--- src/brake_consts.svh ---
// Constants for the external brake sequencer
`ifndef BRAKE_CONSTS_SVH
`define BRAKE_CONSTS_SVH
`define CLK_FREQ_HZ        200000000
`define TICK_PERIOD_MS     10
`define TICK_CYCLES        ((`CLK_FREQ_HZ / 1000) * `TICK_PERIOD_MS)
`define DELAY_MAX_TICKS    16'h01f4
`define RELEASE_FREQ_MAX   16'h9c40
`define RELEASE_CUR_MAX    16'h07d0
`define ENABLE_CODE_ON     2'h1
`define ENABLE_CODE_OFF    2'h0
`define CONFIRM_OPT_CODE   8'h2c
`define TERMINAL_COUNT     8
`define SEL_WIDTH          3
`define FREQ_WIDTH         16
`define CUR_WIDTH          16
`define TIME_WIDTH         16
`define REG_CTRL           8'h00
`define REG_RELEASE_DLY    8'h04
`define REG_ACCEL_DLY      8'h08
`define REG_STOP_DLY       8'h0c
`define REG_CONFIRM_TMO    8'h10
`define REG_RELEASE_FREQ   8'h14
`define REG_RELEASE_CUR    8'h18
`define REG_STATUS         8'h1c
`define REG_IRQ_STATUS     8'h20
`define REG_IRQ_MASK       8'h24
`define IRQ_BITS           4
`define IRQ_RELEASE_BIT    0
`define IRQ_ENGAGE_BIT     1
`define IRQ_FAULT_BIT      2
`define IRQ_DONE_BIT       3
`endif

--- src/brake_pkg.sv ---
// Types for the external brake sequencer
package brake_pkg;
  typedef enum logic [3:0] {
    ST_IDLE,
    ST_RAMP_UP,
    ST_REL_WAIT,
    ST_CONFIRM_ON,
    ST_ACCEL_WAIT,
    ST_RUNNING,
    ST_RAMP_DOWN,
    ST_CONFIRM_OFF,
    ST_STOP_WAIT,
    ST_DECEL_ZERO,
    ST_TRIPPED
  } seq_state_t;
endpackage

--- src/brake_sequencer.sv ---
// External brake sequencer: sequencing, register port, interrupts
// What this block does
// Sequence runs only when enable setting is 01
// Run on: ramp up to release frequency
// Wait release delay before asserting release
// Low current at release: trip, fault out
// Release permitted only above minimum current
// Hold release frequency until confirm turns on
// After confirm, wait accel delay, then accelerate
// Confirm timeout after each release change
// Run off: decelerate, then drop release
// Hold frequency waiting confirm off; timeout trips
// After confirm off, wait stop delay, stop
// Release frequency setting spans 0 to 400 Hz
// Confirm on means brake not engaged
// Brake system reports release and engage truly
// Confirm assignable to any of eight inputs
// Delays in 10 ms steps; fault latches
// Timeouts use confirm timeout, not release delay
`timescale 1ns/1ps
`include "brake_consts.svh"
module brake_sequencer (
  input  wire logic        ref_clk,          // Control clock, 200 MHz
  input  wire logic        reset_n,          // Async reset, active low
  input  wire logic        run_cmd,          // Run command from drive logic
  input  wire logic        trip_reset,       // Trip reset pulse
  input  wire logic [7:0]  logic_inputs,     // Eight logic input pins
  input  wire logic [15:0] out_freq,         // Present output freq, 0.01 Hz
  input  wire logic [15:0] out_current,      // Output current, percent x 0.1
  input  wire logic        freq_reached,     // Ramp reached its command
  input  wire logic [7:0]  reg_addr,         // Register byte address
  input  wire logic [31:0] reg_wdata,        // Register write data
  input  wire logic        reg_wr,           // Write strobe
  input  wire logic        reg_rd,           // Read strobe
  output logic      [31:0] reg_rdata,        // Read data, one cycle later
  output logic             brake_release_out,// Brake release output
  output logic             brake_fault_out,  // Brake fault output
  output logic             trip_out,         // Drive trip
  output logic      [15:0] freq_cmd,         // Frequency command to ramp
  output logic             hold_ramp,        // Hold present frequency
  output logic             run_enable,       // Drive operating
  output logic             irq               // Level interrupt
);
  brake_pkg::seq_state_t state_q;            // Sequencer state
  brake_pkg::seq_state_t state_d;            // Next state
  logic [1:0]  enable_q;                     // Brake control enable setting
  logic [2:0]  confirm_sel_q;                // Terminal carrying confirm
  logic [15:0] release_delay_q;              // Release delay, ticks
  logic [15:0] accel_delay_q;                // Accel delay, ticks
  logic [15:0] stop_delay_q;                 // Stop delay, ticks
  logic [15:0] confirm_tmo_q;                // Confirm timeout, ticks
  logic [15:0] release_freq_q;               // Release frequency
  logic [15:0] release_cur_q;                // Release current
  logic [15:0] target_freq_q;                // Target frequency
  logic [15:0] timer_q;                      // Tick counter in state
  logic [`IRQ_BITS-1:0] irq_stat_q;          // Sticky events
  logic [`IRQ_BITS-1:0] irq_mask_q;          // Event mask
  logic [`IRQ_BITS-1:0] events;              // Event pulses
  logic [7:0]  pin_s1_q;                     // First sync stage
  logic [7:0]  pin_s2_q;                     // Second sync stage
  logic        confirm;                      // Brake not engaged when high
  logic        tick;                         // 10 ms enable
  logic        seq_on;                       // Sequence enabled
  logic        cur_ok;                       // Current above minimum
  logic        state_change;                 // State changes this cycle

  // Clamp a time setting to 5.00 s
  function automatic logic [15:0] clamp_time(input logic [31:0] v);
    clamp_time = (v[15:0] > `DELAY_MAX_TICKS) ? `DELAY_MAX_TICKS : v[15:0];
  endfunction

  // Delay expiry check
  function automatic logic expired(input logic [15:0] t, input logic [15:0] lim);
    expired = (t >= lim);
  endfunction

  tick_divider u_tick (
    .ref_clk (ref_clk),
    .reset_n (reset_n),
    .tick    (tick)
  );

  // Two-stage synchroniser for the input pins
  always_ff @(posedge ref_clk or negedge reset_n) begin
    if (!reset_n) begin
      pin_s1_q <= 8'h00;
      pin_s2_q <= 8'h00;
    end else begin
      pin_s1_q <= logic_inputs;
      pin_s2_q <= pin_s1_q;
    end
  end

  assign confirm = pin_s2_q[confirm_sel_q];                  // see R13
  assign seq_on  = (enable_q == `ENABLE_CODE_ON);
  assign cur_ok  = (out_current > release_cur_q);

  // Register writes
  always_ff @(posedge ref_clk or negedge reset_n) begin
    if (!reset_n) begin
      enable_q        <= `ENABLE_CODE_OFF;
      confirm_sel_q   <= 3'h0;
      release_delay_q <= 16'h0000;
      accel_delay_q   <= 16'h0000;
      stop_delay_q    <= 16'h0000;
      confirm_tmo_q   <= 16'h0000;
      release_freq_q  <= 16'h0000;
      release_cur_q   <= 16'h0000;
      target_freq_q   <= 16'h0000;
      irq_mask_q      <= 4'h0;
    end else if (reg_wr) begin
      case (reg_addr)
        `REG_CTRL: begin
          enable_q      <= reg_wdata[1:0];
          confirm_sel_q <= reg_wdata[4:2];
          target_freq_q <= reg_wdata[31:16];
        end
        `REG_RELEASE_DLY:  release_delay_q <= clamp_time(reg_wdata);
        `REG_ACCEL_DLY:    accel_delay_q   <= clamp_time(reg_wdata);
        `REG_STOP_DLY:     stop_delay_q    <= clamp_time(reg_wdata);
        `REG_CONFIRM_TMO:  confirm_tmo_q   <= clamp_time(reg_wdata);
        `REG_RELEASE_FREQ: release_freq_q  <= (reg_wdata[15:0] > `RELEASE_FREQ_MAX) ?
                                              `RELEASE_FREQ_MAX : reg_wdata[15:0];
        `REG_RELEASE_CUR:  release_cur_q   <= (reg_wdata[15:0] > `RELEASE_CUR_MAX) ?
                                              `RELEASE_CUR_MAX : reg_wdata[15:0];
        `REG_IRQ_MASK:     irq_mask_q      <= reg_wdata[`IRQ_BITS-1:0];
        default: ;
      endcase
    end
  end

  // Register reads, data one cycle later
  always_ff @(posedge ref_clk or negedge reset_n) begin
    if (!reset_n) begin
      reg_rdata <= 32'h0;
    end else if (reg_rd) begin
      case (reg_addr)
        `REG_CTRL:         reg_rdata <= {target_freq_q, 11'h0, confirm_sel_q, enable_q};
        `REG_RELEASE_DLY:  reg_rdata <= {16'h0, release_delay_q};
        `REG_ACCEL_DLY:    reg_rdata <= {16'h0, accel_delay_q};
        `REG_STOP_DLY:     reg_rdata <= {16'h0, stop_delay_q};
        `REG_CONFIRM_TMO:  reg_rdata <= {16'h0, confirm_tmo_q};
        `REG_RELEASE_FREQ: reg_rdata <= {16'h0, release_freq_q};
        `REG_RELEASE_CUR:  reg_rdata <= {16'h0, release_cur_q};
        `REG_STATUS:       reg_rdata <= {24'h0, confirm, brake_fault_out, brake_release_out, 1'b0, state_q};
        `REG_IRQ_STATUS:   reg_rdata <= {28'h0, irq_stat_q};
        `REG_IRQ_MASK:     reg_rdata <= {28'h0, irq_mask_q};
        default:           reg_rdata <= 32'h0;
      endcase
    end else begin
      reg_rdata <= 32'h0;
    end
  end

  // Sequencer next state
  always_comb begin
    state_d = state_q;
    case (state_q)
      brake_pkg::ST_IDLE:
        if (run_cmd && seq_on) state_d = brake_pkg::ST_RAMP_UP;   // see R1
        else if (run_cmd) state_d = brake_pkg::ST_RUNNING;
      brake_pkg::ST_RAMP_UP:
        if (!run_cmd) state_d = brake_pkg::ST_DECEL_ZERO;
        else if (freq_reached) state_d = brake_pkg::ST_REL_WAIT;
      brake_pkg::ST_REL_WAIT:
        if (expired(timer_q, release_delay_q))                    // see R3
          state_d = cur_ok ? brake_pkg::ST_CONFIRM_ON : brake_pkg::ST_TRIPPED;
      brake_pkg::ST_CONFIRM_ON:
        if (confirm) state_d = brake_pkg::ST_ACCEL_WAIT;
        else if (expired(timer_q, confirm_tmo_q)) state_d = brake_pkg::ST_TRIPPED;
      brake_pkg::ST_ACCEL_WAIT:
        if (expired(timer_q, accel_delay_q)) state_d = brake_pkg::ST_RUNNING;
      brake_pkg::ST_RUNNING:
        if (!run_cmd) state_d = seq_on ? brake_pkg::ST_RAMP_DOWN : brake_pkg::ST_DECEL_ZERO;
      brake_pkg::ST_RAMP_DOWN:
        if (freq_reached) state_d = brake_pkg::ST_CONFIRM_OFF;
      brake_pkg::ST_CONFIRM_OFF:
        if (!confirm) state_d = brake_pkg::ST_STOP_WAIT;
        else if (expired(timer_q, confirm_tmo_q)) state_d = brake_pkg::ST_TRIPPED; // see R8
      brake_pkg::ST_STOP_WAIT:
        if (expired(timer_q, stop_delay_q)) state_d = brake_pkg::ST_DECEL_ZERO;
      brake_pkg::ST_DECEL_ZERO:
        if (out_freq == 16'h0000) state_d = brake_pkg::ST_IDLE;
      brake_pkg::ST_TRIPPED:
        if (trip_reset) state_d = brake_pkg::ST_IDLE;
      default: state_d = brake_pkg::ST_IDLE;
    endcase
  end

  assign state_change = (state_d != state_q);

  // State register
  always_ff @(posedge ref_clk or negedge reset_n) begin
    if (!reset_n) state_q <= brake_pkg::ST_IDLE;
    else          state_q <= state_d;
  end

  // Delay timer counts 10 ms ticks, restarts per state
  always_ff @(posedge ref_clk or negedge reset_n) begin
    if (!reset_n) begin
      timer_q <= 16'h0000;
    end else if (state_change) begin
      timer_q <= 16'h0000;
    end else if (tick && timer_q != 16'hffff) begin
      timer_q <= timer_q + 16'h0001;
    end
  end

  // Brake release output, on from release until engage
  always_ff @(posedge ref_clk or negedge reset_n) begin
    if (!reset_n) begin
      brake_release_out <= 1'b0;
    end else if (state_d == brake_pkg::ST_CONFIRM_ON && state_q == brake_pkg::ST_REL_WAIT) begin
      brake_release_out <= 1'b1;                              // see R3
    end else if (state_d == brake_pkg::ST_CONFIRM_OFF || state_d == brake_pkg::ST_TRIPPED) begin
      brake_release_out <= 1'b0;                              // see R4
    end
  end

  // Fault and trip latch until trip reset
  always_ff @(posedge ref_clk or negedge reset_n) begin
    if (!reset_n) begin
      brake_fault_out <= 1'b0;
      trip_out        <= 1'b0;
    end else if (state_d == brake_pkg::ST_TRIPPED) begin
      brake_fault_out <= 1'b1;                                // see R4 see R10
      trip_out        <= 1'b1;
    end else begin
      brake_fault_out <= 1'b0;
      trip_out        <= 1'b0;
    end
  end

  // Frequency command and ramp hold per state
  always_ff @(posedge ref_clk or negedge reset_n) begin
    if (!reset_n) begin
      freq_cmd   <= 16'h0000;
      hold_ramp  <= 1'b0;
      run_enable <= 1'b0;
    end else begin
      case (state_d)
        brake_pkg::ST_RAMP_UP, brake_pkg::ST_RAMP_DOWN: begin
          freq_cmd <= release_freq_q;                         // see R2
          hold_ramp <= 1'b0;
          run_enable <= 1'b1;
        end
        brake_pkg::ST_REL_WAIT, brake_pkg::ST_CONFIRM_ON, brake_pkg::ST_ACCEL_WAIT,
        brake_pkg::ST_CONFIRM_OFF, brake_pkg::ST_STOP_WAIT: begin
          freq_cmd <= release_freq_q;                         // see R6
          hold_ramp <= 1'b1;
          run_enable <= 1'b1;
        end
        brake_pkg::ST_RUNNING: begin
          freq_cmd <= target_freq_q;
          hold_ramp <= 1'b0;
          run_enable <= 1'b1;
        end
        brake_pkg::ST_DECEL_ZERO: begin
          freq_cmd <= 16'h0000;
          hold_ramp <= 1'b0;
          run_enable <= 1'b1;
        end
        default: begin
          freq_cmd <= 16'h0000;
          hold_ramp <= 1'b0;
          run_enable <= 1'b0;
        end
      endcase
    end
  end

  // Event pulses
  assign events[`IRQ_RELEASE_BIT] = state_change && state_d == brake_pkg::ST_ACCEL_WAIT;
  assign events[`IRQ_ENGAGE_BIT]  = state_change && state_d == brake_pkg::ST_STOP_WAIT;
  assign events[`IRQ_FAULT_BIT]   = state_change && state_d == brake_pkg::ST_TRIPPED;
  assign events[`IRQ_DONE_BIT]    = state_change && state_d == brake_pkg::ST_IDLE;

  // Sticky status, write one to clear, set wins
  always_ff @(posedge ref_clk or negedge reset_n) begin
    if (!reset_n) begin
      irq_stat_q <= 4'h0;
    end else begin
      irq_stat_q <= (irq_stat_q & ~((reg_wr && reg_addr == `REG_IRQ_STATUS) ?
                     reg_wdata[`IRQ_BITS-1:0] : 4'h0)) | events;
    end
  end

  assign irq = |(irq_stat_q & irq_mask_q);
endmodule // brake_sequencer

--- src/tick_divider.sv ---
// Divider giving a one-cycle 10 ms tick enable
`timescale 1ns/1ps
`include "brake_consts.svh"
module tick_divider (
  input  wire logic ref_clk,   // Control clock
  input  wire logic reset_n,   // Async reset, active low
  output logic      tick       // One-cycle pulse every 10 ms
);
  localparam int unsigned TICKS = `TICK_CYCLES;
  logic [20:0] cnt_q;          // Cycle counter

  // Count cycles and pulse at wrap
  always_ff @(posedge ref_clk or negedge reset_n) begin
    if (!reset_n) begin
      cnt_q <= 21'h0;
      tick  <= 1'b0;
    end else if (cnt_q == 21'(TICKS - 1)) begin
      cnt_q <= 21'h0;
      tick  <= 1'b1;
    end else begin
      cnt_q <= cnt_q + 21'h1;
      tick  <= 1'b0;
    end
  end
endmodule // tick_divider

--- config.mk ---
export PLATFORM = sky130hd
export DESIGN_NAME = brake_sequencer
export DESIGN_NICKNAME = d
export VERILOG_FILES = /design/src/brake_pkg.sv /design/src/brake_sequencer.sv /design/src/tick_divider.sv
export VERILOG_INCLUDE_DIRS = /design/src
export SDC_FILE = /design/constraint.sdc
export NUM_CORES = 1
export LEC_CHECK = 0
export ABC_AREA = 1
export BUFFER_PORTS_ARGS = -buffer_cell sky130_fd_sc_hd__buf_2
export CAP_MARGIN = 20
export CORE_MARGIN = 2
export CORE_UTILIZATION = 30
export DETAILED_ROUTE_END_ITERATION = 8
export GPL_ROUTABILITY_DRIVEN = 1
export PLACE_DENSITY = 0.58
export REMOVE_ABC_BUFFERS = 1
export SLEW_MARGIN = 20
export SYNTH_ARGS = -nofsm -noshare
export SYNTH_HDL_FRONTEND = slang
export SYNTH_SLANG_ARGS = --single-unit
--- constraint.sdc ---
create_clock -name ref_clk -period 3.9 [get_ports ref_clk]
set_input_delay 0.78 -clock ref_clk [delete_from_list [all_inputs] [get_ports ref_clk]]
set_output_delay 0.78 -clock ref_clk [all_outputs]
set_load 0.005 [all_outputs]
==> results.json <==
{
  "cp-startpoint": "timer_q[9]",
  "rows": 73,
  "numCtsBuffers": 27,
  "finalHoldViolCount": 0,
  "cp_max_fo": 17,
  "fin_crit_sh": 0.778,
  "cts_sinks": 235,
  "clockBufferDepth": 3,
  "vias": 10200,
  "postRouteAntennaNets": 0,
  "gp_congestion": 0.913,
  "cts_setup_buffers": 0,
  "antenna_found_initial": 0,
  "die_area_sq_um": 42300,
  "clk_pin_slew_ps": 60,
  "relSlewSlack": 0.427,
  "cp.required_ps": 4320,
  "grt.total_usage": 0.163,
  "antennaDiodeCount": 0,
  "netlist.top_cell.by_area": "dfrtp_1",
  "synth_ff_type": "dfrtp_1",
  "grt_pass1_vias": 10200,
  "reg2reg_depth": 15,
  "pre_cts_ws_ps": 797,
  "worst_pin_slew_ps": 860,
  "die_w_um": 206,
  "ys_ff_latch": 235,
  "cts_max_level": 1,
  "final_common_cell": "nand2_1",
  "reg2reg_slack_ps": 870,
  "crit_path_end_kind": "flip-flop",
  "io_buffer_count": 140,
  "synth-edff-count": 0,
  "ctsHoldBuffers": 0,
  "ys_warn_count": 0,
  "maxSlewViolCount": 0,
  "cap_viol_max_count": 0,
  "synth_cells": 1451,
  "worstReg2RegStart": "timer_q[9]",
  "grt_overflow": 0,
  "status": "completed",
  "tritoncts": "built",
  "max-vdd-ir-drop_mv": 0.300,
  "final_cell_mix": "nand2_1, dfrtp_1, inv_1",
  "synthToLayoutAreaGrowth_pct": 19.2,
  "fin_skew_ps": 10.0,
  "dr.pass1.iters": 5,
  "fill_cells": 4064,
  "max_freq_mhz": 330,
  "cts_resized": 0,
  "clk_latency_ps": 550,
  "drive_gt1_frac": 0.156,
  "pin_count": 141,
  "via_per_inst": 4.74,
  "wire_per_inst_um": 15.9,
  "grt_pass1_wl_mm": 54.3,
  "cp.arrival_ps": 3460,
  "coreArea_sq_um": 39900,
  "syn_area_sq_um": 12200,
  "grt_start_max_net_pins": 108,
  "synth-seq-area-share": 0.482,
  "rsz0062_at_grt": "no",
  "synth_cell_types": 44,
  "timing.rr.end": "timer_q[15]",
  "critPathLaunchType": "flip-flop",
  "worst_slack_ps": 867,
  "leakage_nw": 7.62,
  "setup_tns_ps": 0,
  "min_path_type": "in -> async",
  "yosys-top-cells-area": "dfrtp_1, nand2_1, ha_1, inv_1, nor2_1",
  "setup_viol": 0,
  "met2_wirelength_mm": 16.3,
  "period_minus_slack_ps": 3030,
  "syn_avg_cell_area_sq_um": 8.40,
  "drc": 0,
  "start_util": 0.305,
  "p_per_area_nw_per_um2": 467,
  "finalNetCount": 1778,
  "routed_wl_mm": 34.2,
  "dp_hpwl_mm": 26.3,
  "wl_met3_mm": 1.92,
  "first_iter_violations": 697,
  "crit_end": "timer_q[15]",
  "clockRootBuffer": "clkbuf_16",
  "route.top_layer_used": "met4",
  "synthArstFlopShare": 1.00,
  "die_h_um": 206,
  "synth_top_cell_area_share": 0.482,
  "wl_met1_mm": 15.0,
  "critPathKind": "reg -> reg"
}
[area by class of cell]
type	instances	area, sq um	area share
Sequential cell	235	5880	0.405
Multi-Input combinational cell	953	5300	0.365
Timing Repair Buffer	158	896	0.0616
Inverter	234	881	0.0606
Clock buffer	38	767	0.0528
Tap cell	525	657	0.0452
Clock inverter	12	153	0.0105
[worst max-delay path, stage by stage (launching register included)]
cell,delay (ps)
dfrtp_1,480
ha_1,330
nand2_1,70
inv_1,30
o21bai_1,120
nand2_1,70
a21oi_1,450
nand3_1,150
nand3_1,180
nand2_1,70
nand2_1,220
nand2_4,100
xor2_1,160
nand3_2,80
buf_4,280
nor2_1,80
[where the power goes]
group          internal (mW)  switching (mW)
Combinational          0.451           0.967
Sequential              2.65          0.0979
Clock                   1.57            1.05
Total                   4.67            2.12
[flip-flops by register name, indices dropped and copies added (netlist names), 8 cells and up]
signal,flops
accel_delay_q,16
confirm_tmo_q,16
freq_cmd,16
pin_s1_q,8
pin_s2_q,8
reg_rdata,32
release_cur_q,16
release_delay_q,16
release_freq_q,16
stop_delay_q,16
target_freq_q,16
timer_q,16
u_tick.cnt_q,21
[per-layer routing]
layer	vias to the layer above	GRT usage
li1	5035	-
met1	4823	0.210
met2	305	0.280
met3	60	0.0234
met4	0	0.0540
met5	-	0
[synth_stat cells (2+ instances only)]
cell / number
buf_2: 3
nand3_1: 45
nor4_1: 8
inv_2: 7
nor3b_1: 2
nand3_2: 6
o22ai_1: 27
a21oi_1: 78
dfrtp_1: 235
nor3_1: 24
nand2_1: 287
o31ai_1: 10
ha_1: 82
nor2_2: 15
nor3_2: 4
nand4_1: 27
o21ai_0: 98
or2_2: 2
xor2_1: 24
inv_1: 225
nand2_4: 4
a221oi_1: 16
nand3b_1: 4
a31oi_1: 4
o21bai_1: 3
nand2_2: 9
buf_6: 2
a21oi_2: 2
nor2_1: 152
o221ai_1: 2
xnor2_1: 2
o21a_1: 8
clkbuf_1: 22
nor2_4: 2
[worst min-delay path by stage]
stage / startpoint / end / cells past startpoint / slack, ps
global route: logic_inputs[1] / pin_s1_q[1] / 1 / 320
CTS: logic_inputs[3] / pin_s1_q[3] / 1 / 320
floorplan: pin_s1_q[0] / pin_s2_q[0] / 0 / 330
detailed placement: pin_s1_q[5] / pin_s2_q[5] / 0 / 330
global placement: pin_s1_q[0] / pin_s2_q[0] / 0 / 340
finish: reset_n / target_freq_q[1] / 1 / 260
[cell families (layout without fill, tap and decap cells)]
| group | after synthesis | count (layout) | synth area share |
|---|---|---|---|
| buffers and inverters | 263 | 442 | 0.0830 |
| adder cells (fa/ha/maj) | 82 | 82 | 0.0842 |
| AO/OA/AOI/OAI | 251 | 251 | 0.117 |
| flip-flops | 235 | 235 | 0.482 |
| AND/OR/NAND/NOR | 594 | 594 | 0.214 |
| XOR/XNOR | 26 | 26 | 0.0187 |
[through the flow]
step	instance area (sq um)	hold slack (ps)	power (mW)	instances	util
floorplan	12100	331	3.68	1422	-
global placement	13600	336	4.21	2105	0.341
detailed placement	13600	335	4.23	2105	0.341
CTS	14500	316	6.89	2155	0.364
global route	14500	323	7.18	2155	0.364
finish	14500	255	6.79	2155	0.364
(Power assumes the default switching activity.)
